`src/mmu_walk_pkg.sv`:
```
// Shared constants, encodings and carrier types of the level-one walker
package mmu_walk_pkg;

  // ----------------------------------------------------------------
  // Table base and address layout
  // ----------------------------------------------------------------
  localparam int unsigned BASE_LSB      = 14;     // Base aligned to 16KB
  localparam int unsigned BASE_W        = 18;     // Base bits 31:14
  localparam int unsigned VA_IDX_LSB    = 20;     // Section index bits 31:20
  localparam int unsigned VA_IDX_W      = 12;
  localparam int unsigned WORD_ADDR_W   = 30;     // Descriptor word address
  localparam int unsigned SEC_OFS_W     = 20;     // Offset inside a 1MB section
  localparam int unsigned L2_BASE_LSB   = 10;     // Page-table base bits 31:10
  localparam int unsigned L2_BASE_W     = 22;
  localparam int unsigned L2_IDX_LSB    = 12;     // Page-table index bits 19:12
  localparam int unsigned L2_IDX_W      = 8;
  localparam logic [17:0] BASE_RESET    = 18'h00000;

  // ----------------------------------------------------------------
  // Descriptor fields
  // ----------------------------------------------------------------
  localparam int unsigned DESC_BUF_BIT  = 2;
  localparam int unsigned DESC_CACH_BIT = 3;
  localparam int unsigned DESC_DOM_LSB  = 5;      // Domain bits 8:5
  localparam int unsigned DESC_PERM_LSB = 10;     // Permission bits 11:10

  typedef enum logic [1:0] {
    DESC_INVALID  = 2'h0,
    DESC_PAGE_TBL = 2'h1,
    DESC_SECTION  = 2'h2,
    DESC_RESERVED = 2'h3
  } desc_kind_t;

  // Domain access field settings
  localparam logic [1:0] DOM_NONE    = 2'h0;
  localparam logic [1:0] DOM_CLIENT  = 2'h1;
  localparam logic [1:0] DOM_MANAGER = 2'h3;

  // Permission codes
  localparam logic [1:0] PERM_SYS   = 2'h0;
  localparam logic [1:0] PERM_SUPER = 2'h1;
  localparam logic [1:0] PERM_UREAD = 2'h2;
  localparam logic [1:0] PERM_ALL   = 2'h3;

  // Fault kind codes
  localparam logic [3:0] FAULT_NONE      = 4'h0;
  localparam logic [3:0] FAULT_XLAT_SEC  = 4'h5;
  localparam logic [3:0] FAULT_DOM_SEC   = 4'h9;
  localparam logic [3:0] FAULT_PERM_SEC  = 4'hD;

  // ----------------------------------------------------------------
  // Carrier types
  // ----------------------------------------------------------------
  typedef struct packed {
    logic [31:0] vaddr;   // Virtual address from the core
    logic        write;   // 1 = write access
    logic        user;    // 1 = user mode, 0 = supervisor
  } core_req_t;

  typedef struct packed {
    logic [31:0] paddr;            // Physical address, valid when no fault
    logic        cacheable;        // May be placed in the cache
    logic        bufferable;       // Writes go through the write buffer
    logic        fault;            // Access aborted
    logic [3:0]  fault_kind_code;  // Encoded fault kind
    logic [3:0]  domain;           // Domain of the descriptor
  } xlat_rsp_t;

  typedef enum logic [2:0] {
    ST_IDLE   = 3'b000,
    ST_FETCH1 = 3'b001,
    ST_DECODE = 3'b010,
    ST_LEVEL2 = 3'b011,
    ST_RESP   = 3'b100
  } walk_state_t;

endpackage : mmu_walk_pkg

```
`src/mmu_walk.sv`:
```
// Level-one table walker with section translation and permission check
`timescale 1ns/10ps
module mmu_walk
  import mmu_walk_pkg::*;
(
  input  wire logic        clk,            // 125 MHz clock
  input  wire logic        rst_b,          // Synchronous reset, active low
  input  wire logic        base_wr,        // Write strobe for walk_table_base
  input  wire logic [31:0] base_wdata,     // Data for walk_table_base
  input  wire logic        mmu_enable,     // Translation on
  input  wire logic        sys_protect,    // System protection bit
  input  wire logic        rom_protect,    // ROM protection bit
  input  wire logic        cache_enable,   // Cache on
  input  wire logic        wbuf_enable,    // Write buffer on
  input  wire logic [31:0] domain_access,  // Sixteen 2-bit domain settings
  input  wire logic        req_valid,      // Core request valid
  input  core_req_t        req,            // Core request
  output logic             req_ready,      // Walker can take a request
  input  wire logic        tlb_hit,        // Lookup buffer holds the entry
  input  wire logic [31:0] tlb_desc,       // Cached level-one descriptor
  output logic             walk_rd_valid,  // Level-one fetch request
  output logic [29:0]      walk_rd_addr,   // Descriptor word address
  input  wire logic        walk_rd_ack,    // Fetch data returned
  input  wire logic [31:0] walk_rd_data,   // Returned descriptor
  output logic             l2_valid,       // Level-two fetch hand-off
  output logic [31:0]      l2_addr,        // Level-two entry byte address
  output logic [3:0]       l2_domain,      // Domain for the page walk
  input  wire logic        l2_ack,         // Hand-off accepted
  output logic             rsp_valid,      // Translation answer valid
  output xlat_rsp_t        rsp,            // Translation answer
  output logic [31:0]      base_pointer    // Current table base readback
);

  // ----------------------------------------------------------------
  // Helper functions
  // ----------------------------------------------------------------
  // Domain setting lookup, used in decode for the section domain gate only
  function automatic logic [1:0] domain_field(input logic [31:0] dacr,
                                              input logic [3:0]  dom);
    domain_field = dacr[{dom, 1'b0} +: 2];
  endfunction : domain_field

  function automatic logic [3:0] desc_domain(input logic [31:0] d);
    desc_domain = d[DESC_DOM_LSB +: 4];
  endfunction : desc_domain

  // Attribute flags only pass while their unit is switched on
  function automatic logic gate_flag(input logic flag,
                                     input logic unit_on);
    gate_flag = flag && unit_on;
  endfunction : gate_flag

  // ----------------------------------------------------------------
  // Table base register
  // ----------------------------------------------------------------
  logic [BASE_W-1:0] walk_base_pointer_reg;
  logic [BASE_W-1:0] walk_base_pointer_next;

  // Only bits 31:14 are stored, so the base is always 16KB aligned
  // A write while a fetch is pending changes the fetch address in the next cycle,
  // since the address is formed from the live base; software must not
  // rewrite the base during a walk
  always_comb begin
    walk_base_pointer_next = walk_base_pointer_reg;
    if (base_wr) begin
      walk_base_pointer_next = base_wdata[31:BASE_LSB];
    end
  end

  always_ff @(posedge clk) begin
    if (!rst_b) begin
      walk_base_pointer_reg <= BASE_RESET;
    end else begin
      walk_base_pointer_reg <= walk_base_pointer_next;
    end
  end

  assign base_pointer = {walk_base_pointer_reg, {BASE_LSB{1'b0}}};

  // ----------------------------------------------------------------
  // Walk state
  // ----------------------------------------------------------------
  // A request moves through the states as follows:
  //   IDLE   takes it; with translation off, or on a lookup-buffer hit,
  //          the table fetch is skipped
  //   FETCH1 holds the level-one fetch until memory acknowledges it
  //   DECODE turns the held descriptor into an answer or a hand-off
  //   LEVEL2 holds the page hand-off until the page walker takes it
  //   RESP   shows the answer for exactly one cycle
  // Control inputs other than mmu_enable are read in DECODE, not when the request is taken, so
  // settings changed mid-walk apply to that walk; this saves a second copy
  // of the domain and protection settings.

  walk_state_t state_reg;
  walk_state_t state_next;
  core_req_t   req_reg;
  core_req_t   req_next;
  logic [31:0] desc_reg;
  logic [31:0] desc_next;
  xlat_rsp_t   rsp_reg;
  xlat_rsp_t   rsp_next;
  logic [31:0] l2_addr_reg;
  logic [31:0] l2_addr_next;
  logic [3:0]  l2_dom_reg;
  logic [3:0]  l2_dom_next;

  // Decode of the held descriptor
  desc_kind_t  kind;
  logic [3:0]  dom;
  logic [1:0]  dom_set;
  logic        perm_ok;
  logic [VA_IDX_W-1:0]  sec_base;   // Section physical base
  logic [L2_BASE_W-1:0] pt_base;    // Page-table base
  logic [1:0]  perm_field;
  logic        cach_flag;
  logic        buf_flag;

  assign kind    = desc_kind_t'(desc_reg[1:0]);
  assign dom     = desc_domain(desc_reg);
  assign dom_set = domain_field(domain_access, dom);

  // Named fields of the held descriptor; bit 9 and bit 4 are never read
  assign sec_base   = desc_reg[31:VA_IDX_LSB];
  assign pt_base    = desc_reg[31:L2_BASE_LSB];
  assign perm_field = desc_reg[DESC_PERM_LSB +: 2];
  assign cach_flag  = desc_reg[DESC_CACH_BIT];
  assign buf_flag   = desc_reg[DESC_BUF_BIT];

  section_perm_check u_perm (
    .perm_code   (perm_field),
    .sys_protect (sys_protect),
    .rom_protect (rom_protect),
    .user        (req_reg.user),
    .write       (req_reg.write),
    .allow       (perm_ok)
  );

  // Domain gate of a section: managers skip the permission field, clients
  // obey it, and no-access or reserved settings abort the access before
  // any memory cycle could start
  logic       sec_fault;
  logic [3:0] sec_code;

  always_comb begin
    sec_fault = 1'b0;
    sec_code  = FAULT_NONE;
    case (dom_set)
      DOM_MANAGER: begin
        sec_fault = 1'b0;
      end
      DOM_CLIENT: begin
        sec_fault = !perm_ok;
        if (!perm_ok) begin
          sec_code = FAULT_PERM_SEC;
        end
      end
      default: begin
        sec_fault = 1'b1;
        sec_code  = FAULT_DOM_SEC;
      end
    endcase
  end

  // Next-state and datapath for the walk
  always_comb begin
    state_next   = state_reg;
    req_next     = req_reg;
    desc_next    = desc_reg;
    rsp_next     = rsp_reg;
    l2_addr_next = l2_addr_reg;
    l2_dom_next  = l2_dom_reg;
    case (state_reg)
      ST_IDLE: begin
        if (req_valid) begin
          req_next = req;
          if (!mmu_enable) begin
            // Untranslated: no walk, no check, no caching attributes
            rsp_next                 = '0;
            rsp_next.paddr           = req.vaddr;
            rsp_next.fault_kind_code = FAULT_NONE;
            state_next               = ST_RESP;
          end else if (tlb_hit) begin
            desc_next  = tlb_desc;
            state_next = ST_DECODE;
          end else begin
            state_next = ST_FETCH1;
          end
        end
      end
      ST_FETCH1: begin
        if (walk_rd_ack) begin
          desc_next  = walk_rd_data;
          state_next = ST_DECODE;
        end
      end
      ST_DECODE: begin
        rsp_next                 = '0;
        rsp_next.domain          = dom;
        rsp_next.fault_kind_code = FAULT_NONE;
        case (kind)
          DESC_SECTION: begin
            rsp_next.paddr           = {sec_base,
                                        req_reg.vaddr[SEC_OFS_W-1:0]};
            rsp_next.fault           = sec_fault;
            rsp_next.fault_kind_code = sec_code;
            if (sec_fault) begin
              rsp_next.paddr = '0;
            end else begin
              rsp_next.cacheable  = gate_flag(cach_flag, cache_enable);
              rsp_next.bufferable = gate_flag(buf_flag, wbuf_enable);
            end
            state_next = ST_RESP;
          end
          DESC_PAGE_TBL: begin
            // Second-level fetch must follow before any translation;
            // the page walker forms that answer, nothing is returned here
            l2_addr_next = {pt_base,
                            req_reg.vaddr[L2_IDX_LSB +: L2_IDX_W], 2'b00};
            l2_dom_next  = dom;
            state_next   = ST_LEVEL2;
          end
          default: begin
            // Invalid and reserved both abort as a section fault
            rsp_next.fault           = 1'b1;
            rsp_next.fault_kind_code = FAULT_XLAT_SEC;
            state_next               = ST_RESP;
          end
        endcase
      end
      ST_LEVEL2: begin
        if (l2_ack) begin
          state_next = ST_IDLE;
        end
      end
      ST_RESP: begin
        state_next = ST_IDLE;
      end
      default: begin
        state_next = ST_IDLE;
      end
    endcase
  end

  // Register the walk state
  // Reset clears every held field, so the answer and hand-off outputs
  // read zero until the first request completes
  always_ff @(posedge clk) begin
    if (!rst_b) begin
      state_reg   <= ST_IDLE;
      req_reg     <= '0;
      desc_reg    <= '0;
      rsp_reg     <= '0;
      l2_addr_reg <= '0;
      l2_dom_reg  <= '0;
    end else begin
      state_reg   <= state_next;
      req_reg     <= req_next;
      desc_reg    <= desc_next;
      rsp_reg     <= rsp_next;
      l2_addr_reg <= l2_addr_next;
      l2_dom_reg  <= l2_dom_next;
    end
  end

  // ----------------------------------------------------------------
  // Outputs
  // ----------------------------------------------------------------
  // Fetch address is formed from held registers, stable while requested unless the base is rewritten
  // Valid strobes decode the state directly, so each strobe rises in the
  // same cycle its data register is loaded; no extra pipeline stage
  assign walk_rd_addr  = {walk_base_pointer_reg,
                          req_reg.vaddr[31:VA_IDX_LSB]};
  assign walk_rd_valid = (state_reg == ST_FETCH1);
  assign req_ready     = (state_reg == ST_IDLE);
  assign rsp_valid     = (state_reg == ST_RESP);
  assign rsp           = rsp_reg;
  assign l2_valid      = (state_reg == ST_LEVEL2);
  assign l2_addr       = l2_addr_reg;
  assign l2_domain     = l2_dom_reg;

endmodule : mmu_walk

```
`src/section_perm_check.sv`:
```
// Section permission decode from permission code and protection bits
`timescale 1ns/10ps
module section_perm_check
  import mmu_walk_pkg::*;
(
  input  wire logic [1:0] perm_code,   // Descriptor permission field
  input  wire logic       sys_protect, // System protection control bit
  input  wire logic       rom_protect, // ROM protection control bit
  input  wire logic       user,        // User mode access
  input  wire logic       write,       // Write access
  output logic            allow        // Access permitted
);

  // ----------------------------------------------------------------
  // Permission table
  // ----------------------------------------------------------------
  // Both protection bits set is reserved; failing it keeps behaviour fixed
  always_comb begin
    allow = 1'b0;
    case (perm_code)
      PERM_SYS: begin
        case ({sys_protect, rom_protect})
          2'b00:   allow = 1'b0;
          2'b10:   allow = !user && !write;
          2'b01:   allow = !write;
          default: allow = 1'b0;
        endcase
      end
      PERM_SUPER: allow = !user;
      PERM_UREAD: allow = !user || !write;
      PERM_ALL:   allow = 1'b1;
      default:    allow = 1'b0;
    endcase
  end

endmodule : section_perm_check

```
`config.mk`:
```
export PLATFORM = sky130hd
export DESIGN_NAME = mmu_walk
export DESIGN_NICKNAME = d
export VERILOG_FILES = /design/src/mmu_walk_pkg.sv /design/src/mmu_walk.sv /design/src/section_perm_check.sv
export SDC_FILE = /design/constraint.sdc
export NUM_CORES = 1
export LEC_CHECK = 0
export ABC_AREA = 1
export BUFFER_PORTS_ARGS = -buffer_cell sky130_fd_sc_hd__buf_2
export CAP_MARGIN = 20
export CORE_ASPECT_RATIO = 0.75
export CORE_UTILIZATION = 35
export DETAILED_ROUTE_END_ITERATION = 10
export PLACE_DENSITY = 0.64
export SLEW_MARGIN = 20
export SYNTH_ARGS = -nofsm -noshare
export SYNTH_HDL_FRONTEND = slang
export SYNTH_HIERARCHICAL = 1
export SYNTH_SLANG_ARGS = --single-unit
```
`constraint.sdc`:
```
create_clock -name clk -period 2.7 [get_ports clk]
set_clock_uncertainty 0.1 [all_clocks]
set_input_delay 0.27 -clock clk [delete_from_list [all_inputs] [get_ports clk]]
set_output_delay 0.27 -clock clk [all_outputs]
set_load 0.01 [all_outputs]
```
# Yosys cells after proc, flatten, opt, wreduce, memory -nomap -nowiden
# Cells that the tools add are included.
[op_classes] add_sub_neg=0 mul=0 div=0 order_cmp=0 eq_ne=19 shifts=1 n_mux=24 n_bitwise=0 reduce_logical=16
[op_table] cell="32-bit two-way mux" n=5
[op_table] cell="43-bit two-way mux" n=2
[op_table] cell="43-bit case mux with 2 select lines" n=1
[op_table] cell="32-bit case mux with 2 select lines" n=1
[op_table] cell="34-bit two-way mux" n=1
[op_table] cell="32-bit by 6-bit indexed part select with 2-bit output" n=1
[op_table] cell="3-bit two-way mux" n=5
[op_table] cell="3-bit case mux with 4 select lines" n=1
[op_table] cell="2-bit == test (second input constant)" n=5
[op_table] cell="5-bit case mux with 2 select lines" n=1
[op_table] cell="2-bit by 1-bit == test with 1-bit output (second input constant)" n=4
[op_table] cell="4-bit case mux with 2 select lines" n=1
[op_table] cell="3-bit by 2-bit == test with 1-bit output (second input constant)" n=2
[op_table] cell="2-bit by 1-bit inequality test with 1-bit output (second input constant)" n=3
[op_table] cell="2-bit inequality test (second input constant)" n=3
[op_table] cell="3-bit AND reduction" n=2
[op_table] cell="5-bit AND reduction" n=1
[op_table] cell="2-bit two-way mux" n=2
[op_table] cell="4-bit two-way mux" n=1
[op_table] cell="1-bit case mux with 2 select lines" n=2
[op_table] cell="1-bit case mux with 4 select lines" n=1
[op_table] cell="2-bit AND reduction" n=2
[op_table] cell="2-bit nonzero test" n=2
[op_table] cell="3-bit by 1-bit == test with 1-bit output (second input constant)" n=1
[op_table] cell="other kinds (6)" n=10
[word_totals] register_bits=164 latch_bits=0 ramBits=0 mem_bits_ro=0 output_inout_bits=145 wordCells=74 memories=0

# Longest topological paths before layout
[logic_depth] depth_word=9 ltp_mapped=14

# By module
# The synthesis kept the hierarchy.
[modules_own_cells] mod="mmu_walk" n_inst=1 cells_each=1006 area_each_um2=7201.9
[modules_own_cells] mod="section_perm_check" n_inst=1 cells_each=19 area_each_um2=93.8

# Least setup slack after synthesis
# Ideal clock, no wire load.
[synth_timing] path_kind="register to register" from="reg state_reg[2]" to="reg desc_reg[15]" setup_ns=0.125 arrival_ns=1.373 setup_slack_ns=1.101 path_stages_with_launch=12 n_path_buf=1 period_less_slack_ns=1.599 cell_sequence="dfxtp_1 > nor2_2 > nand2_2 > nor2_1 > inv_2 > o21ai_0 > inv_1 > nand2_1 > inv_2 > buf_2 > o21ai_0 > a31oi_1"
[synth_between] elab_chain_len=3
[synth_lines] item="start: declaration" line_no="mmu_walk.sv:94" rtl="walk_state_t state_reg;"
[synth_lines] item="start signal: assignment" line_no="mmu_walk.sv:256" rtl="state_reg <= state_next;"
[synth_lines] item="3-bit by 1-bit == test with 1-bit output or 3-bit logical NOT (tied branches)" line_no="mmu_walk.sv:172" rtl="case (state_reg)"
[synth_lines] item="2-bit by 1-bit inequality test with 1-bit output (no line), or another cell as far along"
[synth_lines] item="5-bit AND reduction (no line)"
[synth_lines] item="end signal: assignment" line_no="mmu_walk.sv:258" rtl="desc_reg <= desc_next;"
[synth_lines] item="end: declaration" line_no="mmu_walk.sv:98" rtl="logic [31:0] desc_reg;"
# Parallel ways exist; a longest one is shown, timed or not.
# A chain may end at the register's enable or synchronous reset.

# Worst setup path in the final report
[layout_timing] from="reg state_reg[2]" to="reg desc_reg[20]"
# The elaborated chain is that of the path after synthesis.

==> out/results.txt <==
CP max-delay cell: dlygate4sd3_1
clock slew at reported path FFs: 0.07 ns
share of layout cells above drive strength 1: 27.08%
total power: 0.007326 W
core box area: 20330 um^2
worst-path fanout max: 15
vias in the first global route: 6927
Tcrit/Tclk final: 92.01%
Slew headroom: 31.00%
Synth Flop Type: dfxtp_1
GPL Wtd Cong: 0.8271
status: completed
final hold violations: 0
post-synth top area cell: dfxtp_1
Starting Density: 35.89%
die footprint: 21430 um^2
H-Tree Depth: 4
Crit. End Element: flip-flop
warnings from Yosys: 6
CP cell instances: nor2_2 > nand2_2 > nor2_1 > inv_2 > o21ai_0 > inv_1 > nand2_1 > inv_2 > buf_12 > o21ai_0 > a31oi_1 > dlygate4sd3_1
clock latency on the worst-skew pair: 0.42 ns
TritonCTS clock tree: built
first-pass GRT wire length: 35.67 mm
leakage power total: 4.494 nW
maximum vdd drop: 0.3277 mV
TritonCTS Buffers: 17
critical path data arrival time: 2.70 ns
Worst Max-Slew Pin Slew: 1.034 ns
worst reg2reg startpoint: state_reg[2]$_SDFFE_PN0P_
Final HPWL DP: 14.88 mm
RSZ-0062 raised after global routing: no
mean number of vias per cell: 4.806
final wirelength: 23.30 mm
Chip Width: 168.7 um
Vias: 7598
FMAX: 402.5 MHz
die height: 127.0 um
unique cell type count in the Yosys netlist: 34
min-delay src: walk_rd_data[25]
Layout area overhead: 32.74%
Overflow after GRT: 0
EDFF count, synth: 0
worst path required time: 2.91 ns
count of pins over their slew limit: 0
top cells by area, synth: dfxtp_1 44%, nand2_1 11%, a21oi_1 9.7%
CTS root buf: clkbuf_16
initial DRC count: 495
Largest register FFs: 41
post-synthesis sequential area ratio: 43.90%
Rows: 45
CP delay by family, top: buffers and inverters
Setup Viol. Count Final: 0
worst path buffer plus inverter count: 5
CP startpoint: state_reg[2]$_SDFFE_PN0P_
post-synthesis cell count: 1025
FFs w/ async S/R, synth: 0%
kind of critical path: reg -> reg
first-pass iteration count of the detailed router: 4
Cell Pwr Density: 756.5 nW/um^2
initial antenna violation count: 4
maximum root-to-sink buffer count: 2
Clock Sink Count: 160
ANT nets after route: 0
crit start category: flip-flop
count leader, synth: nand2_1
Post-synth top cells: 216 x nand2_1, 160 x dfxtp_1, 142 x a21oi_1, 84 x o21ai_0, 78 x nor2_1
GRT Total Usage: 21.02%
area fraction of the dominant cell type after synthesis: 43.90%
nets: 1461
# DRC: 0
largest net degree at the start of global routing: 101
MaxCap Viol Count: 0
Setup TNS Final: 0 ns
number of port buffers: 283
WL per Instance: 14.74 um
I/O pins: 319
mean post-synth cell area: 7.118 um^2
CP max stage delay: 0.55 ns
Final min period: 2.484 ns
Mapped Area: 7296 um^2
post-synthesis register bit count: 160
Hold WC Path Type: in -> reg
routing by layer:
metal | global-route usage [%] | part of all wire, % | up-vias
met1 | 27.12 | 47 | 3522
met3 | 6.475 | 7.1 | 28
met2 | 33.86 | 44 | 240
li1 | - | - | 3806
met4 | 5.936 | 1.7 | 2
met5 | 0 | 0.056 | -
timing repair:
item / in CTS / in global routing
setup buffers: 0 / 0
setup endpoints to repair: 0 / 11
hold buffers: 46 / 0
resized for setup: 0 / 4
hold endpoints to repair: 35 / 0
cell families (layout without fill, tap and decap cells):
family | after synthesis | after routing | synth area share, %
fa+ha+maj | 4 | 4 | 0.6860
other cells | 1 | 20 | 0.05140
simple gates | 378 | 378 | 21.47
flops | 160 | 160 | 43.90
buf+inv | 200 | 455 | 13.72
compound gates | 282 | 282 | 20.17
power by group:
part | internal [W] | switching (W) | leakage [nW]
logic | 0.000713 | 0.00123 | 2.89
clock network | 0.00142 | 0.00108 | 0.297
registers | 0.00267 | 0.000209 | 1.31
total | 0.00481 | 0.00252 | 4.49
cell usage in the layout (no fill, tap or decap), types with 2 or more instances in the layout:
cell type,Yosys,final
bufinv_16,0,2
nand2_2,3,5
conb_1,1,17
a21oi_1,142,142
dfxtp_1,160,160
inv_8,0,3
buf_4,49,11
o21ai_0,84,84
and3_1,2,2
inv_6,0,7
nor3_1,2,2
nand2_1,216,214
buf_12,1,2
diode_2,0,3
inv_1,69,69
inv_2,8,8
nand3_1,70,70
buf_2,10,283
nor2_1,78,78
clkbuf_16,0,19
ha_1,4,4
a31oi_1,30,30
dlygate4sd3_1,0,46
o21ai_1,21,21
path summary, 6_finish.rpt:
path	end	slack, ns	cells past startpoint
max	desc_reg[20]$_SDFFE_PN0P_	0.22	12
min	desc_reg[25]$_SDFFE_PN0P_	0.02	3
max reg2reg	desc_reg[20]$_SDFFE_PN0P_	0.22	12
min reg2reg	req_reg[4]$_SDFFE_PN0P_	0.35	2
worst min-delay path, cell delays in order:
cell,delay [ns]
buf_2,0.10
nand2_1,0.05
a31oi_1,0.07
cell type report:
type / instances / area [um^2]
fill: 2059 / 10640
sequential: 160 / 3203
multi-input combinational: 681 / 3163
timing repair buffer: 344 / 2049
clock buffer: 18 / 439.2
tap: 282 / 352.8
inverter: 79 / 304.0
clock inverter: 14 / 165.2
antenna: 3 / 7.507
metrics by stage:
step	setup slack, ns	instances	util [%]	hold slack (ns)	instance area [um^2]
6_report	0.2158	1581	47.65	0.01936	9684
2_1_floorplan	1.101	1041	-	0.3049	7356
3_5_place_dp	0.6030	1498	42.09	0.3442	8554
4_1_cts	0.06130	1576	47.33	0.0005214	9619
5_1_grt	0.01395	1579	47.62	0.008230	9679
3_3_place_gp	0.6337	1498	42.09	0.3405	8554
Power figures use the tool's default switching activity.
